### config.mk
export PLATFORM = sky130hd
export DESIGN_NAME = cstb_top
export DESIGN_NICKNAME = d
export VERILOG_FILES = /design/src/inc/cstb_pkg.sv /design/src/logic/cstb_top.sv /design/src/logic/cstb_sync.sv /design/src/logic/cstb_guard.sv
export SDC_FILE = /design/constraint.sdc
export NUM_CORES = 1
export LEC_CHECK = 0
export BUFFER_PORTS_ARGS = -buffer_cell sky130_fd_sc_hd__buf_2
export CORE_MARGIN = 5
export CORE_UTILIZATION = 30
export DETAILED_ROUTE_END_ITERATION = 12
export RECOVER_POWER = 100
export SYNTH_ARGS = -nofsm -noshare
export SYNTH_HDL_FRONTEND = slang
export SYNTH_HIERARCHICAL = 1
export SYNTH_SLANG_ARGS = --single-unit
### constraint.sdc
create_clock -name clk -period 1.9 [get_ports clk]
set_input_delay 0.38 -clock clk [delete_from_list [all_inputs] [get_ports clk]]
set_output_delay 0.38 -clock clk [all_outputs]
set_load 0.1 [all_outputs]
### src/inc/cstb_pkg.sv
// constants and types shared by the clock security and time base block
package cstb_pkg;
   localparam int unsigned CLK_MHZ = 250;
   // register indices; the byte address is four times the index
   localparam logic [7:0] IDX_CLK_CTRL = 8'h29;
   localparam logic [7:0] IDX_RST_STAT = 8'h2B;
   localparam logic [7:0] IDX_MISC_ONE = 8'h2C;
   localparam logic [31:0] ADDR_CLK_CTRL = {22'h0, IDX_CLK_CTRL, 2'h0};
   localparam logic [31:0] ADDR_RST_STAT = {22'h0, IDX_RST_STAT, 2'h0};
   localparam logic [31:0] ADDR_MISC_ONE = {22'h0, IDX_MISC_ONE, 2'h0};
   // clock_control_status fields
   localparam int CC_ELAPSED = 0;
   localparam int CC_TB_IRQ_EN = 1;
   localparam int CC_TB_SEL_LO = 2;
   localparam int CC_TB_SEL_HI = 3;
   localparam logic [7:0] CC_RESET = 8'h01;
   // reset_clock_supply_status fields
   localparam int RS_WDG = 0;
   localparam int RS_LOSS = 1;
   localparam int RS_LOSS_IRQ_EN = 2;
   localparam int RS_LVD = 4;
   localparam logic [7:0] RS_RESET = 8'h00;
   // misc_control_one fields
   localparam int MS_SLOW = 0;
   localparam int MS_PRE_LO = 1;
   localparam int MS_PRE_HI = 2;
   localparam int MS_CLK_OUT = 3;
   localparam logic [7:0] MS_RESET = 8'h00;
   // time base divisions in oscillator cycles
   localparam int unsigned TB_DIV_0 = 32000;
   localparam int unsigned TB_DIV_1 = 64000;
   localparam int unsigned TB_DIV_2 = 160000;
   localparam int unsigned TB_DIV_3 = 400000;
   // spike filter least half period, rounded up
   localparam int unsigned SPIKE_MIN_NS = 24;
   localparam int unsigned SPIKE_MIN_CYC = (SPIKE_MIN_NS * CLK_MHZ + 999) / 1000;
   // safe oscillator half period
   localparam int unsigned SAFE_HALF_NS = 2000;
   localparam int unsigned SAFE_HALF_CYC = SAFE_HALF_NS * CLK_MHZ / 1000;
   localparam int unsigned RECOVER_EDGES = 4;
   // bus
   localparam logic [2:0] HSIZE_WORD = 3'h2;
   localparam logic HRESP_OKAY = 1'h0;
   typedef enum logic [1:0] {SEL_NONE, SEL_CC, SEL_RS, SEL_MISC} cstb_sel_t;
   typedef enum logic [1:0] {PWR_RUN, PWR_ACTIVE_HALT, PWR_FULL_HALT} cstb_pwr_t;
endpackage : cstb_pkg

### src/logic/cstb_top.sv
// clock security, reset cause flags and time base with an AHB-Lite slave
// How it works
// - guardEnable low turns off spike filter and safe clock fallback together
// - oscillator levels shorter than the least half period are filtered out
// - harmonic clock is fully suppressed; filter releases once halves are wide
// - no filtered edge for one safe period selects the backup clock
// - a few good edges return the system to the original oscillator
// - backup selection sets clock_loss_detected; irq only if enable set
// - clock_loss_detected clears on status read once oscillator recovered
// - guard disabled: detected flag reads 0, its enable is ignored
// - low voltage flag set by low voltage reset, cleared by writing zero
// - watchdog flag set by watchdog reset, cleared by zero write or lvd reset
// - flags 00 external, 01 watchdog, 1x low voltage
// - low voltage flag survives later external or watchdog resets
// - status register bits 7:5 and 3 read zero
// - time base select picks 32000, 64000, 160000 or 400000 cycles
// - new time base selection applies at the end of the running period
// - elapsed flag set at each period end, cleared by control register read
// - time base interrupt enable also wakes from oscillator-kept stop
// - stop with time base irq enabled enters oscillator-kept stop
// - prescaler held as two select bits and a slow mode bit
// - clock-out pin gives oscillator over two when enabled
// - clock-out halts during oscillator-kept stop
// - control register bits 7:4 read zero
// - cpu tick runs at oscillator over two
module cstb_top #(
   parameter int unsigned TB_DIV0 = cstb_pkg::TB_DIV_0,
   parameter int unsigned TB_DIV1 = cstb_pkg::TB_DIV_1,
   parameter int unsigned TB_DIV2 = cstb_pkg::TB_DIV_2,
   parameter int unsigned TB_DIV3 = cstb_pkg::TB_DIV_3,
   parameter int unsigned SAFE_HALF = cstb_pkg::SAFE_HALF_CYC
) (
   // clock and reset
   input wire logic clk,
   input wire logic rst_n,
   // ahb-lite slave
   input wire logic hsel,
   input wire logic [31:0] haddr,
   input wire logic [1:0] htrans,
   input wire logic hwrite,
   input wire logic [2:0] hsize,
   input wire logic [31:0] hwdata,
   input wire logic hready,
   output logic [31:0] hrdata,
   output logic hreadyout,
   output logic hresp,
   // option and reset manager
   input wire logic guardEnable,
   input wire logic lvdResetEvt,
   input wire logic wdgResetEvt,
   // oscillator pin
   input wire logic oscPin,
   // power modes
   input wire logic stopReq,
   input wire logic wakeEvt,
   // clock results
   output logic cpuTick,
   output logic clkOut,
   output logic [1:0] prescaleSel,
   output logic slowMode,
   output logic safeActive,
   output logic activeHalt,
   output logic fullHalt,
   output logic irq
);
   import cstb_pkg::*;
   localparam int TBW = $clog2(TB_DIV3);

   function automatic cstb_sel_t regSel(input logic [31:0] a);
      if (a == ADDR_CLK_CTRL) begin
         regSel = SEL_CC;
      end else if (a == ADDR_RST_STAT) begin
         regSel = SEL_RS;
      end else if (a == ADDR_MISC_ONE) begin
         regSel = SEL_MISC;
      end else begin
         regSel = SEL_NONE;
      end
   endfunction : regSel

   function automatic logic [TBW-1:0] divLimit(input logic [1:0] sel);
      case (sel)
         2'h0: divLimit = TBW'(TB_DIV0 - 1);
         2'h1: divLimit = TBW'(TB_DIV1 - 1);
         2'h2: divLimit = TBW'(TB_DIV2 - 1);
         default: divLimit = TBW'(TB_DIV3 - 1);
      endcase
   endfunction : divLimit

   logic oscLevel, oscTick, safeNow, lossEvt;
   logic take, rdTake, wrTake, rdCc, rdRs, wrCc, wrRs, wrMisc;
   logic tbExpire, irqD;
   logic [7:0] wd, ccView, rsView, msView;
   cstb_sel_t wrSel_q, rdSelNow;
   cstb_pwr_t pwr_q, pwrD;
   logic [1:0] tbSel_q, tbSelRun_q, pre_q;
   logic tbIe_q, tbElapsed_q, slow_q, outEn_q;
   logic rsLvd_q, rsWdg_q, rsLoss_q, rsLossIe_q;
   logic [TBW-1:0] tbCnt_q;
   logic [31:0] rdata_q;
   logic ready_q, resp_q, irq_q, cpuTick_q, cpuPhase_q, clkOut_q;
   logic actHalt_q, fullHalt_q;

   cstb_sync #(.WIDTH(1)) oscSync (
      .clk(clk),
      .rst_n(rst_n),
      .din(oscPin),
      .dout(oscLevel)
   );

   cstb_guard #(.SAFE_HALF(SAFE_HALF)) guard (
      .clk(clk),
      .rst_n(rst_n),
      .oscLevel(oscLevel),
      .guardEnable(guardEnable),
      .oscTick(oscTick),
      .safeActive(safeNow),
      .lossPulse(lossEvt)
   );

   // bus decode; only whole word transfers act
   assign take = hsel & hready & htrans[1] & (hsize == HSIZE_WORD);
   assign rdTake = take & ~hwrite;
   assign wrTake = take & hwrite;
   assign rdSelNow = regSel(haddr);
   assign rdCc = rdTake && rdSelNow == SEL_CC;
   assign rdRs = rdTake && rdSelNow == SEL_RS;
   assign wd = hwdata[7:0];
   assign wrCc = wrSel_q == SEL_CC;
   assign wrRs = wrSel_q == SEL_RS;
   assign wrMisc = wrSel_q == SEL_MISC;

   assign ccView = {4'h0, tbSel_q, tbIe_q, tbElapsed_q};
   // loss flag masked when the guard is off
   assign rsView = {3'h0, rsLvd_q, 1'b0, rsLossIe_q, rsLoss_q & guardEnable, rsWdg_q};
   assign msView = {4'h0, outEn_q, pre_q, slow_q};

   always_ff @(posedge clk or negedge rst_n) begin
      if (!rst_n) begin
         wrSel_q <= SEL_NONE;
         rdata_q <= 32'h0;
         ready_q <= 1'b1;
         resp_q <= HRESP_OKAY;
      end else begin
         wrSel_q <= wrTake ? rdSelNow : SEL_NONE;
         ready_q <= 1'b1;
         resp_q <= HRESP_OKAY;
         case (rdTake ? rdSelNow : SEL_NONE)
            SEL_CC: rdata_q <= {24'h0, ccView};
            SEL_RS: rdata_q <= {24'h0, rsView};
            SEL_MISC: rdata_q <= {24'h0, msView};
            default: rdata_q <= 32'h0;
         endcase
      end
   end

   // time base counter on oscillator ticks
   assign tbExpire = oscTick && tbCnt_q == divLimit(tbSelRun_q);

   always_ff @(posedge clk or negedge rst_n) begin
      if (!rst_n) begin
         tbCnt_q <= '0;
         tbSelRun_q <= 2'h0;
      end else if (tbExpire) begin
         tbCnt_q <= '0;
         tbSelRun_q <= tbSel_q;
      end else if (oscTick) begin
         tbCnt_q <= tbCnt_q + 1'b1;
      end
   end

   always_ff @(posedge clk or negedge rst_n) begin
      if (!rst_n) begin
         tbSel_q <= CC_RESET[CC_TB_SEL_HI:CC_TB_SEL_LO];
         tbIe_q <= CC_RESET[CC_TB_IRQ_EN];
      end else if (wrCc) begin
         tbSel_q <= wd[CC_TB_SEL_HI:CC_TB_SEL_LO];
         tbIe_q <= wd[CC_TB_IRQ_EN];
      end
   end

   // a fresh expiry wins over the clearing read
   always_ff @(posedge clk or negedge rst_n) begin
      if (!rst_n) begin
         tbElapsed_q <= CC_RESET[CC_ELAPSED];
      end else if (tbExpire) begin
         tbElapsed_q <= 1'b1;
      end else if (rdCc) begin
         tbElapsed_q <= 1'b0;
      end
   end

   // rst_n is power-on only; other resets arrive as event pulses
   always_ff @(posedge clk or negedge rst_n) begin
      if (!rst_n) begin
         rsLvd_q <= RS_RESET[RS_LVD];
         rsWdg_q <= RS_RESET[RS_WDG];
      end else begin
         if (lvdResetEvt) begin
            rsLvd_q <= 1'b1;
         end else if (wrRs && !wd[RS_LVD]) begin
            rsLvd_q <= 1'b0;
         end
         if (wdgResetEvt) begin
            rsWdg_q <= 1'b1;
         end else if (lvdResetEvt || (wrRs && !wd[RS_WDG])) begin
            rsWdg_q <= 1'b0;
         end
      end
   end

   always_ff @(posedge clk or negedge rst_n) begin
      if (!rst_n) begin
         rsLoss_q <= RS_RESET[RS_LOSS];
      end else if (!guardEnable) begin
         rsLoss_q <= 1'b0;
      end else if (lossEvt) begin
         rsLoss_q <= 1'b1;
      end else if (rdRs && !safeNow) begin
         rsLoss_q <= 1'b0;
      end
   end

   always_ff @(posedge clk or negedge rst_n) begin
      if (!rst_n) begin
         rsLossIe_q <= RS_RESET[RS_LOSS_IRQ_EN];
      end else if (wrRs) begin
         rsLossIe_q <= wd[RS_LOSS_IRQ_EN];
      end
   end

   always_ff @(posedge clk or negedge rst_n) begin
      if (!rst_n) begin
         slow_q <= MS_RESET[MS_SLOW];
         pre_q <= MS_RESET[MS_PRE_HI:MS_PRE_LO];
         outEn_q <= MS_RESET[MS_CLK_OUT];
      end else if (wrMisc) begin
         slow_q <= wd[MS_SLOW];
         pre_q <= wd[MS_PRE_HI:MS_PRE_LO];
         outEn_q <= wd[MS_CLK_OUT];
      end
   end

   // shared interrupt request
   assign irqD = (rsLoss_q & rsLossIe_q & guardEnable) | (tbElapsed_q & tbIe_q);

   // power modes; in run a stop request is taken even with a wake in the same cycle
   always_comb begin
      pwrD = pwr_q;
      case (pwr_q)
         PWR_RUN: begin
            if (stopReq) begin
               pwrD = tbIe_q ? PWR_ACTIVE_HALT : PWR_FULL_HALT;
            end
         end
         PWR_ACTIVE_HALT: begin
            if (wakeEvt || irqD) begin
               pwrD = PWR_RUN;
            end
         end
         PWR_FULL_HALT: begin
            if (wakeEvt) begin
               pwrD = PWR_RUN;
            end
         end
         default: pwrD = PWR_RUN;
      endcase
   end

   always_ff @(posedge clk or negedge rst_n) begin
      if (!rst_n) begin
         pwr_q <= PWR_RUN;
         actHalt_q <= 1'b0;
         fullHalt_q <= 1'b0;
         irq_q <= 1'b0;
      end else begin
         pwr_q <= pwrD;
         actHalt_q <= pwrD == PWR_ACTIVE_HALT;
         fullHalt_q <= pwrD == PWR_FULL_HALT;
         irq_q <= irqD;
      end
   end

   // cpu tick and clock-out both divide the selected oscillator by two
   always_ff @(posedge clk or negedge rst_n) begin
      if (!rst_n) begin
         cpuPhase_q <= 1'b0;
         cpuTick_q <= 1'b0;
         clkOut_q <= 1'b0;
      end else begin
         if (oscTick) begin
            cpuPhase_q <= ~cpuPhase_q;
         end
         cpuTick_q <= oscTick & cpuPhase_q & (pwr_q == PWR_RUN);
         if (!outEn_q) begin
            clkOut_q <= 1'b0;
         end else if (oscTick && pwr_q != PWR_ACTIVE_HALT) begin
            clkOut_q <= ~clkOut_q;
         end
      end
   end

   assign hrdata = rdata_q;
   assign hreadyout = ready_q;
   assign hresp = resp_q;
   assign cpuTick = cpuTick_q;
   assign clkOut = clkOut_q;
   assign prescaleSel = pre_q;
   assign slowMode = slow_q;
   assign safeActive = safeNow;
   assign activeHalt = actHalt_q;
   assign fullHalt = fullHalt_q;
   assign irq = irq_q;
endmodule : cstb_top

### src/logic/cstb_sync.sv
// two flip-flop synchroniser for pin levels
module cstb_sync #(
   parameter int WIDTH = 1
) (
   // clock and reset
   input wire logic clk,
   input wire logic rst_n,
   // levels
   input wire logic [WIDTH-1:0] din,
   output logic [WIDTH-1:0] dout
);
   logic [WIDTH-1:0] meta_q;
   logic [WIDTH-1:0] sync_q;

   always_ff @(posedge clk or negedge rst_n) begin
      if (!rst_n) begin
         meta_q <= '0;
         sync_q <= '0;
      end else begin
         meta_q <= din;
         sync_q <= meta_q;
      end
   end

   assign dout = sync_q;
endmodule : cstb_sync

### src/logic/cstb_guard.sv
// oscillator spike filter, loss detector and safe clock source
module cstb_guard #(
   parameter int unsigned MIN_HALF = cstb_pkg::SPIKE_MIN_CYC,
   parameter int unsigned SAFE_HALF = cstb_pkg::SAFE_HALF_CYC,
   parameter int unsigned RECOVER = cstb_pkg::RECOVER_EDGES
) (
   // clock and reset
   input wire logic clk,
   input wire logic rst_n,
   // oscillator level and option
   input wire logic oscLevel,
   input wire logic guardEnable,
   // results
   output logic oscTick,
   output logic safeActive,
   output logic lossPulse
);
   import cstb_pkg::*;
   localparam int unsigned LOSS = 2 * SAFE_HALF;
   localparam int WW = $clog2(MIN_HALF + 1);
   localparam int LW = $clog2(LOSS + 1);
   localparam int SW = $clog2(SAFE_HALF + 1);
   localparam int GW = $clog2(RECOVER + 1);
   logic rawLast_q, filt_q, filtD, safe_q, safeClk_q, tick_q, loss_q;
   logic filtRise, safeRise, lossHit, lostSat;
   logic [WW-1:0] width_q;
   logic [LW-1:0] lossCnt_q;
   logic [SW-1:0] safeCnt_q;
   logic [GW-1:0] good_q;

   // with the guard on, filtered level follows only a level held for the least half period; with it off, it follows oscLevel directly
   always_comb begin
      filtD = filt_q;
      if (!guardEnable) begin
         filtD = oscLevel;
      end else if (width_q == WW'(MIN_HALF)) begin
         filtD = rawLast_q;
      end
   end

   assign filtRise = filtD & ~filt_q;
   assign lostSat = lossCnt_q == LW'(LOSS);
   assign lossHit = guardEnable & ~safe_q & lostSat;
   assign safeRise = safe_q & ~safeClk_q & (safeCnt_q == SW'(SAFE_HALF - 1));

   always_ff @(posedge clk or negedge rst_n) begin
      if (!rst_n) begin
         rawLast_q <= 1'b0;
         filt_q <= 1'b0;
         width_q <= '0;
      end else begin
         rawLast_q <= oscLevel;
         filt_q <= filtD;
         if (oscLevel != rawLast_q) begin
            width_q <= '0;
         end else if (width_q != WW'(MIN_HALF)) begin
            width_q <= width_q + 1'b1;
         end
      end
   end

   always_ff @(posedge clk or negedge rst_n) begin
      if (!rst_n) begin
         lossCnt_q <= '0;
         good_q <= '0;
         safe_q <= 1'b0;
      end else begin
         if (filtRise) begin
            lossCnt_q <= '0;
         end else if (!lostSat) begin
            lossCnt_q <= lossCnt_q + 1'b1;
         end
         if (!safe_q) begin
            good_q <= '0;
         end else if (filtRise) begin
            good_q <= good_q + 1'b1;
         end else if (lostSat) begin
            good_q <= '0;
         end
         if (!guardEnable) begin
            safe_q <= 1'b0;
         end else if (lossHit) begin
            safe_q <= 1'b1;
         end else if (filtRise && good_q == GW'(RECOVER - 1)) begin
            safe_q <= 1'b0;
         end
      end
   end

   // low frequency backup clock, only running while selected
   always_ff @(posedge clk or negedge rst_n) begin
      if (!rst_n) begin
         safeCnt_q <= '0;
         safeClk_q <= 1'b0;
      end else if (!safe_q) begin
         safeCnt_q <= '0;
         safeClk_q <= 1'b0;
      end else if (safeCnt_q == SW'(SAFE_HALF - 1)) begin
         safeCnt_q <= '0;
         safeClk_q <= ~safeClk_q;
      end else begin
         safeCnt_q <= safeCnt_q + 1'b1;
      end
   end

   always_ff @(posedge clk or negedge rst_n) begin
      if (!rst_n) begin
         tick_q <= 1'b0;
         loss_q <= 1'b0;
      end else begin
         tick_q <= safe_q ? safeRise : filtRise;
         loss_q <= lossHit;
      end
   end

   assign oscTick = tick_q;
   assign safeActive = safe_q;
   assign lossPulse = loss_q;
endmodule : cstb_guard

==> impl_metrics.json <==
{
  "pwr_density_cell_nw_per_um2": 882,
  "power_leakage_uw": 0.00228,
  "hold_path_class": "in -> async",
  "drtAntennaViolNets": 0,
  "htreeDepth": 3,
  "first_pass_iters": 4,
  "synth_ff_type": "dfrtp_1",
  "worst_slack_ns": 0.0267,
  "synth_cells": 418,
  "dp.cells": 673,
  "synth-edff-count": 0,
  "rsz0062_at_grt": "true",
  "clk_latency_ns": 0.33,
  "crit_path_start": "tbSelRun_q[0]",
  "hold_ws_ns": 0.141,
  "routed-via-count": 3111,
  "placedInstanceArea_sq_um": 4740,
  "coreArea_sq_um": 13700,
  "via_per_inst": 4.52,
  "layout_common_cells": "dfrtp_1 (79), buf_2 (50), nor2_1 (49)",
  "fillers": 1377,
  "drive_gt1_frac": 0.242,
  "timing.fmax_mhz": 534,
  "totalWireLength_um": 8370,
  "drv_slew": 0,
  "layout_commonest_cell": "dfrtp_1",
  "cts.path.max_buffers": 2,
  "hold_buffers": 0,
  "io-pin-count": 123,
  "fin_crit_sh": 0.986,
  "finalHoldViolCount": 0,
  "syn_area_per_cell_sq_um": 9.95,
  "num_rows": 43,
  "r2r-start": "tbSelRun_q[0]",
  "max-vdd-ir-drop_uv": 437,
  "maxSlewHeadroom": 0.455,
  "synth.cell_area_sq_um": 4160,
  "setup_viol": 0,
  "grt_max_degree": 50,
  "tritoncts": "built",
  "diodes": 0,
  "worstSetupStartpointType": "flip-flop",
  "dp_slack_ns": -0.118,
  "grt_pass1_vias": 3017,
  "ys_ff_latch": 81,
  "port_buffers": 65,
  "drcViolationCount": 0,
  "crit_path_end_kind": "flip-flop",
  "drv_cap": 0,
  "fin_util": 0.366,
  "area_growth_pct": 20.6,
  "tightest_slew_ns": 0.817,
  "grt_antenna_before_repair": 0,
  "yosysWarnings": 6,
  "fin_skew_ns": 0.00521,
  "yosysSeqAreaShare": 0.488,
  "synth_cell_types": 58,
  "worst-endpoint-arrival_ns": 2.08,
  "finalNetCount": 593,
  "fin_area_sq_um": 5020,
  "routabilityCongestion": 0.795,
  "critical_path_class": "reg -> reg",
  "critical_path_required_ns": 2.11,
  "post_drt_wl_per_cell_um": 12.2,
  "layout_min_cycle_time_ns": 1.87,
  "critPathMaxFanout": 4,
  "clkSinkCount": 81,
  "place.detailed.hpwl_um": 6410,
  "layoutNonFillerInstCount": 689,
  "clk_pin_slew_worst_paths_ns": 0.06,
  "grt.total_usage": 0.106,
  "initial_utilization": 0.303,
  "async_reset_ff_frac": 1.00,
  "grt_pass1_wl_um": 14000,
  "cts_root_buffer": "clkbuf_16",
  "die_area_sq_um": 16300,
  "grt_overflow_total": 0,
  "status": "finished, final reports clean",
  "fp.dieW_um": 128,
  "cts_made_buffers": 9,
  "die_h_um": 128,
  "drt_iter0_markers": 116
}
-- layout make-up --
type,instances,area [sq um],area share
multi-input cells,309,1910,0.382
flip-flops and latches,81,2030,0.405
repair buffers,90,498,0.0993
well taps,180,225,0.0449
clock buffers,12,256,0.0511
clock inverters,3,40.0,0.00798
inverters,14,52.6,0.0105
-- state kept, by name (all words and copies together) (netlist names), 2 cells and up --
register         cells
guard/good_q         3
wrSel_q              2
tbSel_q              2
guard/lossCnt_q     10
hrdata               5
tbSelRun_q           2
prescaleSel          2
guard/safeCnt_q      9
guard/width_q        3
pwr_q                2
tbCnt_q             19
-- report_power, final --
| group | total (uW) | leakage [uW] | internal, uW | switching [uW] |
|---|---|---|---|---|
| clock | 1700 | 0.000148 | 1080 | 623 |
| sequential | 1970 | 0.00108 | 1850 | 121 |
| combinational | 750 | 0.00106 | 221 | 530 |
| total | 4420 | 0.00228 | 3150 | 1270 |
-- routing by layer --
metal | track usage | vias to the layer above | wire (um)
met4 | 0.0456 | 0 | 90
met1 | 0.130 | 1488 | 3700
met5 | 0 | - | 0
met3 | 0.0329 | 6 | 481
li1 | - | 1551 | -
met2 | 0.170 | 66 | 4100
-- synth_stat cells, drive strengths merged, types with 5 or more instances --
cell type	instances	area [sq um]
nor4	9	71.3
nor3	8	45.0
nand3	16	80.1
nand2b	11	68.8
and2	5	31.3
xnor2	21	184
nand2	30	113
ha	8	100
mux2	11	124
nor2	50	188
inv	14	52.6
o21ai	18	90.1
xor2	14	123
nand4	9	56.3
dfrtp	80	2000
a21oi	12	60.1
mux2i	5	50.1
nor2b	7	43.8
buf	33	244
clkbuf	8	30.0
and3	6	38.8
-- what timing repair did --
| item | 4_1_cts | 5_1_grt |
|---|---|---|
| setup buffers | 0 | 1 |
| setup endpoints to repair | 0 | 17 |
| resized for setup | 0 | 5 |
-- stage by stage --
stage                     total power, uW  setup TNS [ns]
after floorplan                      2590         -0.0992
after global placement               2740          -0.329
after detailed placement             2770          -0.329
after CTS                            4510               0
after global routing                 4640          -0.185
final                                4420               0
-- critical path, stage by stage (launching register included) --
cell	delay, ns
dfrtp_1	0.37
or3b_1	0.41
a21oi_2	0.16
o2111ai_2	0.18
nor4_4	0.27
mux2_2	0.38
-- final timing paths --
kind	endpoint	slack, ns	cells past startpoint
min in group clk	oscSync/meta_q	0.15	1
max in group asynchronous	tbSelRun_q[0]	0.55	2
min reg2reg	oscSync/dout	0.37	0
min	guard/lossCnt_q[6]	0.14	1
max reg2reg	tbSelRun_q[0]	0.03	5
max	tbSelRun_q[0]	0.03	5
-- kinds of logic after synthesis --
kind of cell,synth area share
adders and majority gates,0.0241
AOI/OAI and AO/OA,0.0761
muxes,0.0418
DFF,0.488
other,0.00181
xor gates and xnor gates,0.0737
buffers and inverters,0.0785
and+or+nand+nor,0.217
Power figures use the tool's default switching activity.
